## config.mk

```make
export PLATFORM = sky130hd
export DESIGN_NAME = epil_top
export DESIGN_NICKNAME = d
export VERILOG_FILES = /design/src/logic/epil_pkg.sv /design/src/logic/epil_evt_if.sv /design/src/logic/epil_pin_sync.sv /design/src/logic/epil_req_latch.sv /design/src/logic/epil_top.sv
export SDC_FILE = /design/constraint.sdc
export NUM_CORES = 1
export LEC_CHECK = 0
export BUFFER_PORTS_ARGS = -buffer_cell sky130_fd_sc_hd__buf_4
export CORE_MARGIN = 3
export CORE_UTILIZATION = 30
export DETAILED_ROUTE_END_ITERATION = 6
export SYNTH_ARGS = -nofsm -noshare
export SYNTH_HDL_FRONTEND = slang
export SYNTH_HIERARCHICAL = 1
export SYNTH_SLANG_ARGS = --single-unit
```

## constraint.sdc

```tcl
create_clock -name clk_in -period 1.1 [get_ports clk_in]
set_input_delay 0.165 -clock clk_in [delete_from_list [all_inputs] [get_ports clk_in]]
set_output_delay 0.165 -clock clk_in [all_outputs]
set_load 0.005 [all_outputs]
```

## src/logic/epil_pkg.sv

```systemverilog
// constants for the external pin interrupt latch block
// assumes an 8-bit register port and a single bus clock domain
// Functional notes
// - enable bit selects interrupt pin function
// - falling edge sets request latch
// - vector fetch acknowledge clears the latch
// - software acknowledge write clears the latch
// - reset: edge-only mode, latch cleared
// - mask bit blocks request to priority logic
// - level mode: request held while low
// - acknowledge and pin high in any order
// - falling edge after acknowledge sets again
// - edge mode: acknowledge clears at once
// - pending flag ignores the mask bit
// - acknowledge bit write-only, reads zero
// - mask bit read/write, one disables
// - mode bit: one adds low levels
// - unmasked request wakes from wait/stop
// - break state protects status without enable
// - break clear enable allows lasting clears
// - pin test reads one when disabled
// - port A bit two reads zero when enabled
// - pullup on unless pullup-disable bit set
package epil_pkg;
  // register addresses
  localparam logic [7:0] EPIL_SCR_ADDR  = 8'h1d; // status and control
  localparam logic [7:0] EPIL_CFG2_ADDR = 8'h1e; // system_config_two
  localparam logic [7:0] EPIL_BFC_ADDR  = 8'h1f; // break_flag_control
  // system_config_two fields
  localparam int EPIL_CFG2_EN_BIT  = 0; // pin_function_enable
  localparam int EPIL_CFG2_PUD_BIT = 1; // pin_pullup_disable
  // status and control fields
  localparam int EPIL_SCR_MODE_BIT = 0; // level-and-edge select
  localparam int EPIL_SCR_MASK_BIT = 1; // request_mask
  localparam int EPIL_SCR_ACK_BIT  = 2; // write-only acknowledge
  localparam int EPIL_SCR_FLAG_BIT = 3; // request_pending_flag
  // break_flag_control field
  localparam int EPIL_BFC_CLR_EN_BIT = 7; // break_clear_enable
  // port A bit shared with the pin
  localparam int EPIL_PTA_SHARED_BIT = 2;
  // reset values
  localparam logic [7:0] EPIL_CFG2_RST = 8'h00;
  localparam logic [7:0] EPIL_BFC_RST  = 8'h00;
  localparam logic [7:0] EPIL_RD_RST   = 8'h00;
endpackage

```

## src/logic/epil_evt_if.sv

```systemverilog
// carrier between pin sampler, request latch and top
// assumes all members live in the bus clock domain
`timescale 1ns/1ps
interface epil_evt_if;
  logic pin_low;  // synced pin level, active low pin seen low
  logic fall;     // one-cycle falling edge pulse
  logic ack;      // one-cycle acknowledge pulse
  logic mode;     // level-and-edge sensitivity
  logic enable;   // pin function enable
  logic pending;  // request latch state
  modport sync_mp  (output pin_low, output fall);
  modport latch_mp (input pin_low, input fall, input ack,
                    input mode, input enable, output pending);
  modport top_mp   (input pin_low, input fall, input pending,
                    output ack, output mode, output enable);
endinterface

```

## src/logic/epil_pin_sync.sv

```systemverilog
// two-flop synchroniser and falling edge detector for the pin
// assumes the pin is asynchronous and idles high on its pullup
`timescale 1ns/1ps
module epil_pin_sync
  import epil_pkg::*;
(
  input  wire logic  clk_in,
  input  wire logic  nrst_in,
  input  wire logic  pin_n_in,
  epil_evt_if.sync_mp evt
);
  // s1 first stage, s2 synced, s3 previous synced sample
  typedef struct packed {
    logic s1;
    logic s2;
    logic s3;
  } epil_sync_s;

  epil_sync_s st_ff;  // registered state
  epil_sync_s nxt_st; // next state

  // shift chain; s1 only feeds s2
  always_comb
  begin
    nxt_st    = st_ff;
    nxt_st.s1 = pin_n_in;
    nxt_st.s2 = st_ff.s1;
    nxt_st.s3 = st_ff.s2;
  end

  // reset to high so no false edge after release
  always_ff @(posedge clk_in or negedge nrst_in)
  begin
    if (!nrst_in)
      st_ff <= '{s1: 1'b1, s2: 1'b1, s3: 1'b1};
    else
      st_ff <= nxt_st;
  end

  // edge from two synced samples only
  assign evt.pin_low = ~st_ff.s2;
  assign evt.fall    = st_ff.s3 & ~st_ff.s2;
endmodule

```

## src/logic/epil_req_latch.sv

```systemverilog
// request latch with edge-only and level-and-edge modes
// assumes acknowledge is already gated for the break state
`timescale 1ns/1ps
module epil_req_latch
  import epil_pkg::*;
(
  input  wire logic   clk_in,
  input  wire logic   nrst_in,
  epil_evt_if.latch_mp evt
);
  // latch plus memory of an acknowledge taken while low
  typedef struct packed {
    logic latch;
    logic ack_done;
  } epil_latch_s;

  epil_latch_s st_ff;  // registered state
  epil_latch_s nxt_st; // next state
  logic        low_en; // pin low and function on
  logic        set_ev; // set condition

  always_comb
  begin
    nxt_st = st_ff;
    low_en = evt.pin_low & evt.enable;
    // low level counts only until acknowledged
    set_ev = (evt.fall & evt.enable)
           | (evt.mode & low_en & ~st_ff.ack_done);
    if (!evt.mode)
    begin
      // edge only: acknowledge clears at once
      nxt_st.ack_done = 1'b0;
      if (evt.ack)
        nxt_st.latch = 1'b0;
    end
    else if (evt.ack && !low_en)
      nxt_st.latch = 1'b0;
    else if (evt.ack)
      nxt_st.ack_done = st_ff.latch;
    else if (st_ff.ack_done && !low_en)
    begin
      // pin returned high after acknowledge
      nxt_st.latch    = 1'b0;
      nxt_st.ack_done = 1'b0;
    end
    // a new edge re-arms, set wins over clear
    if (evt.fall & evt.enable)
      nxt_st.ack_done = 1'b0;
    if (set_ev)
      nxt_st.latch = 1'b1;
  end

  // reset clears latch even with the pin low
  always_ff @(posedge clk_in or negedge nrst_in)
  begin
    if (!nrst_in)
      st_ff <= '{latch: 1'b0, ack_done: 1'b0};
    else
      st_ff <= nxt_st;
  end

  assign evt.pending = st_ff.latch;
endmodule

```

## src/logic/epil_top.sv

```systemverilog
// external pin interrupt latch: registers, gating, pin views
// assumes a one-cycle strobe register port, one bus clock,
// and a cpu that pulses vector_fetch_in on this vector
//
// The implementer's own choice: the address-and-strobe port.
`timescale 1ns/1ps
module epil_top
  import epil_pkg::*;
(
  input  wire logic       clk_in,
  input  wire logic       nrst_in,
  input  wire logic       irq_pin_n_in,
  input  wire logic [7:0] addr_in,
  input  wire logic [7:0] wr_data_in,
  input  wire logic       wr_in,
  input  wire logic       rd_in,
  output logic      [7:0] rd_data_out,
  input  wire logic       vector_fetch_in,
  input  wire logic       break_state_in,
  input  wire logic [7:0] port_a_data_in,
  output logic      [7:0] port_a_read_out,
  output logic            pin_level_test_out,
  output logic            irq_req_out,
  output logic            wake_out,
  output logic            pullup_en_out,
  output logic            pin_func_en_out
);
  // all software-visible state of the block except the request latch
  typedef struct packed {
    logic [7:0] cfg2;    // system_config_two
    logic       mask;    // request_mask
    logic       mode;    // sensitivity select
    logic       clr_en;  // break_clear_enable
    logic [7:0] rd_data; // read data, one cycle late
  } epil_top_s;

  epil_top_s st_ff;  // registered state
  epil_top_s nxt_st; // next state

  // decoded strobes
  logic wr_scr;   // write to status and control
  logic wr_cfg2;  // write to system_config_two
  logic wr_bfc;   // write to break_flag_control
  logic ack_sw;   // software acknowledge after break gate
  logic ack_any;  // combined acknowledge pulse

  epil_evt_if evt ();

  // sampler feeds edge and level to the latch
  epil_pin_sync u_sync (
    .clk_in   (clk_in),
    .nrst_in  (nrst_in),
    .pin_n_in (irq_pin_n_in),
    .evt      (evt)
  );

  // request latch
  epil_req_latch u_latch (
    .clk_in  (clk_in),
    .nrst_in (nrst_in),
    .evt     (evt)
  );

  // address match used by read and write decode
  function automatic logic hit(input logic [7:0] a,
                               input logic [7:0] reg_addr);
    hit = (a == reg_addr);
  endfunction

  // read mux; unmapped addresses read zero
  function automatic logic [7:0] rd_mux(input logic [7:0] a,
                                        input epil_top_s s,
                                        input logic pend);
    logic [7:0] v;
    v = 8'h00;
    if (hit(a, EPIL_SCR_ADDR))
    begin
      v[EPIL_SCR_FLAG_BIT] = pend;
      v[EPIL_SCR_ACK_BIT]  = 1'b0;
      v[EPIL_SCR_MASK_BIT] = s.mask;
      v[EPIL_SCR_MODE_BIT] = s.mode;
    end
    else if (hit(a, EPIL_CFG2_ADDR))
      v = s.cfg2;
    else if (hit(a, EPIL_BFC_ADDR))
      v[EPIL_BFC_CLR_EN_BIT] = s.clr_en;
    rd_mux = v;
  endfunction

  // write decode and acknowledge generation
  always_comb
  begin
    wr_scr  = wr_in & hit(addr_in, EPIL_SCR_ADDR);
    wr_cfg2 = wr_in & hit(addr_in, EPIL_CFG2_ADDR);
    wr_bfc  = wr_in & hit(addr_in, EPIL_BFC_ADDR);
    // break state shields the latch unless clear enable set
    ack_sw  = wr_scr & wr_data_in[EPIL_SCR_ACK_BIT]
            & (~break_state_in | st_ff.clr_en);
    // vector fetch and software write act alike
    ack_any = ack_sw | vector_fetch_in;
  end

  // register updates
  always_comb
  begin
    nxt_st = st_ff;
    if (wr_cfg2)
      nxt_st.cfg2 = wr_data_in;
    if (wr_scr)
    begin
      nxt_st.mask = wr_data_in[EPIL_SCR_MASK_BIT];
      nxt_st.mode = wr_data_in[EPIL_SCR_MODE_BIT];
    end
    if (wr_bfc)
      nxt_st.clr_en = wr_data_in[EPIL_BFC_CLR_EN_BIT];
    // data stands only in the cycle after the read
    if (rd_in)
      nxt_st.rd_data = rd_mux(addr_in, st_ff, evt.pending);
    else
      nxt_st.rd_data = EPIL_RD_RST;
  end

  // reset: edge-only, unmasked, pullup on, function off
  always_ff @(posedge clk_in or negedge nrst_in)
  begin
    if (!nrst_in)
    begin
      st_ff.cfg2    <= EPIL_CFG2_RST;
      st_ff.mask    <= 1'b0;
      st_ff.mode    <= 1'b0;
      st_ff.clr_en  <= 1'b0;
      st_ff.rd_data <= EPIL_RD_RST;
    end
    else
      st_ff <= nxt_st;
  end

  // controls into the latch
  assign evt.ack    = ack_any;
  assign evt.mode   = st_ff.mode;
  assign evt.enable = st_ff.cfg2[EPIL_CFG2_EN_BIT];

  // outputs
  assign rd_data_out     = st_ff.rd_data;
  assign pin_func_en_out = evt.enable;
  // request reaches priority logic only unmasked
  assign irq_req_out = evt.pending & ~st_ff.mask;
  // block stays clocked in low power; same term wakes
  assign wake_out = irq_req_out;
  assign pullup_en_out = ~st_ff.cfg2[EPIL_CFG2_PUD_BIT];
  // pin test sees one when the function is off
  assign pin_level_test_out = ~evt.enable
                            | ~evt.pin_low;

  // shared port bit hidden while the pin is taken
  always_comb
  begin
    port_a_read_out = port_a_data_in;
    if (evt.enable)
      port_a_read_out[EPIL_PTA_SHARED_BIT] = 1'b0;
  end

  // edge mode acknowledge clears on the next clock edge
  property p_ack_clears;
    @(posedge clk_in) disable iff (!nrst_in)
    (ack_any && !st_ff.mode && !evt.fall) |=> !evt.pending;
  endproperty
  a_ack_clears: assert property (p_ack_clears)
    else $error("edge mode acknowledge did not clear");

  // an enabled falling edge always latches
  property p_fall_sets;
    @(posedge clk_in) disable iff (!nrst_in)
    (evt.fall && evt.enable) |=> evt.pending;
  endproperty
  a_fall_sets: assert property (p_fall_sets)
    else $error("falling edge not latched");

  // masked request never reaches priority logic
  property p_mask_gate;
    @(posedge clk_in) disable iff (!nrst_in)
    st_ff.mask |-> !irq_req_out;
  endproperty
  a_mask_gate: assert property (p_mask_gate)
    else $error("masked request forwarded");

  // level mode holds request while pin is low
  property p_level_hold;
    @(posedge clk_in) disable iff (!nrst_in)
    (st_ff.mode && evt.pending && evt.pin_low && evt.enable)
      |=> evt.pending;
  endproperty
  a_level_hold: assert property (p_level_hold)
    else $error("level request dropped while low");

  // acknowledge bit reads back as zero
  property p_ack_reads_zero;
    @(posedge clk_in) disable iff (!nrst_in)
    (rd_in && addr_in == EPIL_SCR_ADDR)
      |=> !rd_data_out[EPIL_SCR_ACK_BIT];
  endproperty
  a_ack_reads_zero: assert property (p_ack_reads_zero)
    else $error("acknowledge bit read as one");

  // flag reads latch state whatever the mask
  property p_flag_view;
    @(posedge clk_in) disable iff (!nrst_in)
    (rd_in && addr_in == EPIL_SCR_ADDR)
      |=> rd_data_out[EPIL_SCR_FLAG_BIT] == $past(evt.pending);
  endproperty
  a_flag_view: assert property (p_flag_view)
    else $error("pending flag does not match latch");

  // break without clear enable leaves the latch standing
  property p_break_protect;
    @(posedge clk_in) disable iff (!nrst_in)
    (wr_scr && wr_data_in[EPIL_SCR_ACK_BIT] && break_state_in
      && !st_ff.clr_en && !vector_fetch_in && evt.pending)
      |=> evt.pending;
  endproperty
  a_break_protect: assert property (p_break_protect)
    else $error("latch cleared in protected break");

  // shared port bit reads zero when enabled
  property p_pta_zero;
    @(posedge clk_in) disable iff (!nrst_in)
    evt.enable |-> !port_a_read_out[EPIL_PTA_SHARED_BIT];
  endproperty
  a_pta_zero: assert property (p_pta_zero)
    else $error("shared port bit not zero");

  // pin test forced high when disabled
  property p_pin_test;
    @(posedge clk_in) disable iff (!nrst_in)
    !evt.enable |-> pin_level_test_out;
  endproperty
  a_pin_test: assert property (p_pin_test)
    else $error("pin test not high while disabled");

  // pullup follows the disable bit written
  property p_pullup;
    @(posedge clk_in) disable iff (!nrst_in)
    (wr_cfg2) |=> pullup_en_out
      == !$past(wr_data_in[EPIL_CFG2_PUD_BIT]);
  endproperty
  a_pullup: assert property (p_pullup)
    else $error("pullup does not follow config");

  // disabled function never raises a request
  property p_off_no_set;
    @(posedge clk_in) disable iff (!nrst_in)
    (!evt.enable && !evt.pending) |=> !evt.pending;
  endproperty
  a_off_no_set: assert property (p_off_no_set)
    else $error("request set while function off");

  // vector fetch alone clears in edge mode
  property p_fetch_clears;
    @(posedge clk_in) disable iff (!nrst_in)
    (vector_fetch_in && !st_ff.mode && !evt.fall) |=> !evt.pending;
  endproperty
  a_fetch_clears: assert property (p_fetch_clears)
    else $error("vector fetch did not clear");

  // software acknowledge outside break clears in edge mode
  property p_sw_ack_clears;
    @(posedge clk_in) disable iff (!nrst_in)
    (wr_scr && wr_data_in[EPIL_SCR_ACK_BIT] && !break_state_in
      && !st_ff.mode && !evt.fall) |=> !evt.pending;
  endproperty
  a_sw_ack_clears: assert property (p_sw_ack_clears)
    else $error("software acknowledge did not clear");

  // level mode: acknowledge with pin high clears at once
  property p_level_ack_high;
    @(posedge clk_in) disable iff (!nrst_in)
    (st_ff.mode && ack_any && !(evt.pin_low && evt.enable))
      |=> !evt.pending;
  endproperty
  a_level_ack_high: assert property (p_level_ack_high)
    else $error("level request kept after ack with pin high");

  // clear enable lets a break acknowledge clear
  property p_break_clear;
    @(posedge clk_in) disable iff (!nrst_in)
    (wr_scr && wr_data_in[EPIL_SCR_ACK_BIT] && break_state_in
      && st_ff.clr_en && !st_ff.mode && !evt.fall) |=> !evt.pending;
  endproperty
  a_break_clear: assert property (p_break_clear)
    else $error("enabled break acknowledge did not clear");

  // unmasked request reaches priority logic
  property p_unmask_pass;
    @(posedge clk_in) disable iff (!nrst_in)
    (evt.pending && !st_ff.mask) |-> irq_req_out;
  endproperty
  a_unmask_pass: assert property (p_unmask_pass)
    else $error("unmasked request not forwarded");

  // an unmasked request also asks for wake-up
  property p_wake;
    @(posedge clk_in) disable iff (!nrst_in)
    (evt.pending && !st_ff.mask) |-> wake_out;
  endproperty
  a_wake: assert property (p_wake)
    else $error("unmasked request gives no wake");

  // pin test shows the synced level when enabled
  property p_pin_test_on;
    @(posedge clk_in) disable iff (!nrst_in)
    evt.enable |-> pin_level_test_out == !evt.pin_low;
  endproperty
  a_pin_test_on: assert property (p_pin_test_on)
    else $error("pin test does not follow pin");

  // port view passes raw data while function off
  property p_pta_pass;
    @(posedge clk_in) disable iff (!nrst_in)
    !evt.enable |-> port_a_read_out == port_a_data_in;
  endproperty
  a_pta_pass: assert property (p_pta_pass)
    else $error("port view altered while function off");

  // mode bit takes what was written
  property p_mode_rw;
    @(posedge clk_in) disable iff (!nrst_in)
    wr_scr |=> st_ff.mode == $past(wr_data_in[EPIL_SCR_MODE_BIT]);
  endproperty
  a_mode_rw: assert property (p_mode_rw)
    else $error("mode bit not written");

  // main scenarios
  c_edge_ack: cover property (@(posedge clk_in)
    disable iff (!nrst_in) evt.pending && !st_ff.mode
    ##1 ack_any ##1 !evt.pending);
  c_level_order: cover property (@(posedge clk_in)
    disable iff (!nrst_in) st_ff.mode && ack_any
    && evt.pin_low ##[1:20] !evt.pending);
  c_break_block: cover property (@(posedge clk_in)
    disable iff (!nrst_in) ack_sw == 1'b0 && wr_scr
    && break_state_in);
  c_break_clear: cover property (@(posedge clk_in)
    disable iff (!nrst_in) ack_sw && break_state_in);
  c_mask_poll: cover property (@(posedge clk_in)
    disable iff (!nrst_in) st_ff.mask && evt.pending && rd_in);
endmodule

```

==> metrics.log <==
[metrics] number of global-route vias before repair: 871
[metrics] H-tree Lvls: 1
[metrics] Clock Path Buffers: 2
[metrics] reg2reg path depth: 5
[metrics] type of origin of the critical path: input pin
[metrics] setup slack of the critical path after layout: -342 ps
[metrics] wire length of the first global-routing pass: 3950 um
[metrics] first-pass detailed-route iteration total: 4
[metrics] estimated wirelength of the detail-placed design: 1830 um
[metrics] area after detailed placement: 1460 um^2
[metrics] worst hold path stage count: 2
[metrics] HP Class: in -> reg
[metrics] Post-Synthesis Mean Instance Area: 12.0 um^2
[metrics] minimum clock period after layout: 1440 ps
[metrics] Diodes inserted: 0
[metrics] initial antenna violation count: 0
[metrics] standard-cell row count: 21
[metrics] die boundary width: 67.8 um
[metrics] Relative slew margins: 0.752
[metrics] CP endpoint kind: flip-flop
[metrics] nets in the synthesized netlist: 127
[metrics] number of cells in the finished layout apart from fillers: 189
[metrics] overall die area: 4600 um^2
[metrics] failing checks: negative setup slack
[metrics] clock tree from TritonCTS: built
[metrics] initial standard-cell utilization of the core: 0.328
[metrics] Vert. Die Dim: 67.8 um
[metrics] distinct cell type count after synthesis: 24
[metrics] RSZ-0062 raised after global routing: yes
[metrics] leakage power figure: 0.855 nW
[metrics] synthesis-to-layout area growth: 50.3%
[metrics] Peak Freq: 0.694 GHz
[metrics] sequential share of the synthesized area: 0.527
[metrics] NumNets Final: 175
[metrics] GR Overflow Total: 0
[metrics] Skew-Pair Late Insertion Delay: 260 ps
[metrics] Placeable Area: 3490 um^2
[metrics] sink count of the clock tree: 24
[metrics] pre-CTS setup slack: -699 ps
[metrics] final hold viol count: 0
[metrics] total number of yosys warnings: 6
[metrics] detail-routed net length per standard cell: 13.7 um
[metrics] via count: 866
[metrics] worst supply voltage drop on vdd: 0.477 mV
[metrics] fraction of final layout cells with drive strength greater than 1: 0.657
[metrics] power per cell area: 992 nW/um^2
[metrics] cell chosen for the clock root: sky130_fd_sc_hd__clkbuf_8
[metrics] slew of the pin with the lowest slew margin: 371 ps
[metrics] DRC viols: 0
[metrics] maximum fanout along the worst path: 6
[metrics] worst hold slack after final layout: 130 ps
[metrics] Num CTS Buffers: 3
[metrics] critical setup path kind: in -> reg
[metrics] count of pins over their slew limit: 0
[metrics] count of final setup violators: 24
[metrics] final design area excluding fillers: 1720 um^2
[metrics] run status: finished, violations left
[metrics] clk slew on worst S/H paths: 80 ps
[metrics] number of design-rule violations left by the first detailed-router iteration: 18
[metrics] number of placed I/O pins: 52
[metrics] highest-count cells in the layout ignoring fill and taps: 47 x sky130_fd_sc_hd__buf_4, 20 x sky130_fd_sc_hd__dfrtp_1, 11 x sky130_fd_sc_hd__buf_6
[metrics] pin count of the biggest net entering global routing: 25
[metrics] overall routed net length: 2590 um
[metrics] # port buffers: 37
[metrics] Final ANT Viol Nets: 0
[metrics] area occupied by multi-input gates: 500 um^2
[metrics] placed cell count: 174
[metrics] Synth Register Bits: 24
[metrics] Arrival @ worst endpoint: 1600 ps
[metrics] post-route clock period utilization: 1.31
[metrics] Max-cap violations: 0
[metrics] drt via density: 4.58
[metrics] FF+latch area: 606 um^2
[metrics] area of the mapped netlist: 1150 um^2
[metrics] final design utilization: 0.493
[metrics] critical path required time: 1250 ps
[metrics] post-route clock skew: 1.19 ps
[metrics] synthesized netlist cell count: 96
[metrics] # fillers: 317
[metrics] combined global-route utilization of all metal layers: 0.117
[metrics] most common cell after layout, fill and taps aside: sky130_fd_sc_hd__buf_4
[metrics] Routability Congestion: 0.681
-- sequential cells by signal, summed over array words and instances (netlist names) --
signal / cells
u_sync/st_ff: 1
evt.mode: 1
u_latch/st_ff: 1
rd_data_out: 8
u_latch/evt.pending: 1
pin_func_en_out: 1
st_ff: 9
u_sync/nxt_st: 2
-- path summary, 6_finish.rpt --
| check | to | startpoint | slack, ps |
|---|---|---|---|
| max reg2reg | u_latch/st_ff[0] | st_ff[8] | -170 |
| max | st_ff[14] | addr_in[5] | -340 |
| min in group asynchronous | rd_data_out[6] | nrst_in | 330 |
| min reg2reg | u_sync/nxt_st[0] | u_sync/nxt_st[1] | 360 |
| min | st_ff[15] | wr_data_in[4] | 130 |
| max in group asynchronous | u_sync/nxt_st[1] | nrst_in | 480 |
-- worst max-delay path, stage by stage --
cell and delay [ps]:
sky130_fd_sc_hd__buf_6 90, sky130_fd_sc_hd__or4b_4 580, sky130_fd_sc_hd__nor4_4 270, sky130_fd_sc_hd__buf_6 170, sky130_fd_sc_hd__mux2_2 320
-- stage by stage --
| step | TNS (ps) | power [mW] |
|---|---|---|
| after floorplan | -9830 | 1.03 |
| after global placement | -11080 | 1.13 |
| after detailed placement | -11440 | 1.14 |
| after CTS | -5960 | 1.72 |
| after global routing | -6940 | 1.80 |
| final | -5910 | 1.71 |
-- where the power goes --
part / leakage, nW / internal, mW / switching (mW)
Combinational: 0.511 / 0.155 / 0.0992
Sequential: 0.321 / 0.912 / 0.0186
Clock: 0.0228 / 0.259 / 0.267
Total: 0.855 / 1.33 / 0.385
-- metal layers --
metal	track usage	routed length, um	up-vias
met1	0.139	1020	423
met4	0.0496	38	0
met2	0.202	1340	30
met3	0.0296	194	6
li1	-	-	407
met5	0	0	-
-- synthesized netlist by cell type --
cell type,count,share of area
sky130_fd_sc_hd__nand2_2,1,0.0055
sky130_fd_sc_hd__a211oi_1,1,0.0065
sky130_fd_sc_hd__a211oi_2,2,0.022
sky130_fd_sc_hd__a41o_1,1,0.0087
sky130_fd_sc_hd__nor2b_1,8,0.044
sky130_fd_sc_hd__inv_1,5,0.016
sky130_fd_sc_hd__mux2_2,12,0.12
sky130_fd_sc_hd__dfrtp_1,21,0.46
sky130_fd_sc_hd__buf_2,1,0.0044
sky130_fd_sc_hd__dfstp_2,3,0.069
sky130_fd_sc_hd__nand2b_1,1,0.0055
sky130_fd_sc_hd__nand2_1,6,0.020
sky130_fd_sc_hd__nor2b_2,1,0.0076
sky130_fd_sc_hd__a21oi_1,1,0.0044
sky130_fd_sc_hd__a221o_1,1,0.0087
sky130_fd_sc_hd__nor4_4,1,0.019
sky130_fd_sc_hd__buf_4,16,0.10
sky130_fd_sc_hd__or4b_1,1,0.0087
sky130_fd_sc_hd__nand3_1,1,0.0044
sky130_fd_sc_hd__nor2_1,1,0.0033
sky130_fd_sc_hd__nor3_1,2,0.0087
sky130_fd_sc_hd__a22oi_1,3,0.020
sky130_fd_sc_hd__nor4b_1,1,0.0076
sky130_fd_sc_hd__and3_1,5,0.027
-- logic make-up (layout without fill, tap and decap cells) --
family                 count (synthesis)  in the layout  share of synthesized area
buffers and inverters                 22             69                      0.125
muxes                                 12             12                      0.118
and+or+nand+nor                       29             29                      0.160
DFF                                   24             24                      0.527
AOI/OAI and AO/OA                      9              9                     0.0698
-- layout make-up --
class / instances / share of cell area
Clock buffer: 4 / 0.0261
Inverter: 5 / 0.0109
Multi-Input combinational cell: 50 / 0.290
Sequential cell: 24 / 0.351
Tap cell: 46 / 0.0334
Timing Repair Buffer: 60 / 0.288
-- timing repair --
| action | in CTS | in global routing |
|---|---|---|
| pin swaps | 3 | 0 |
| hold buffers | 2 | 0 |
| gates resized for setup | 24 | 10 |
| endpoints found under the setup margin | 26 | 26 |
| endpoints found under the hold margin | 22 | 0 |
| buffers inserted | 6 | 3 |
Note: power is estimated with default switching activity, not from simulation.
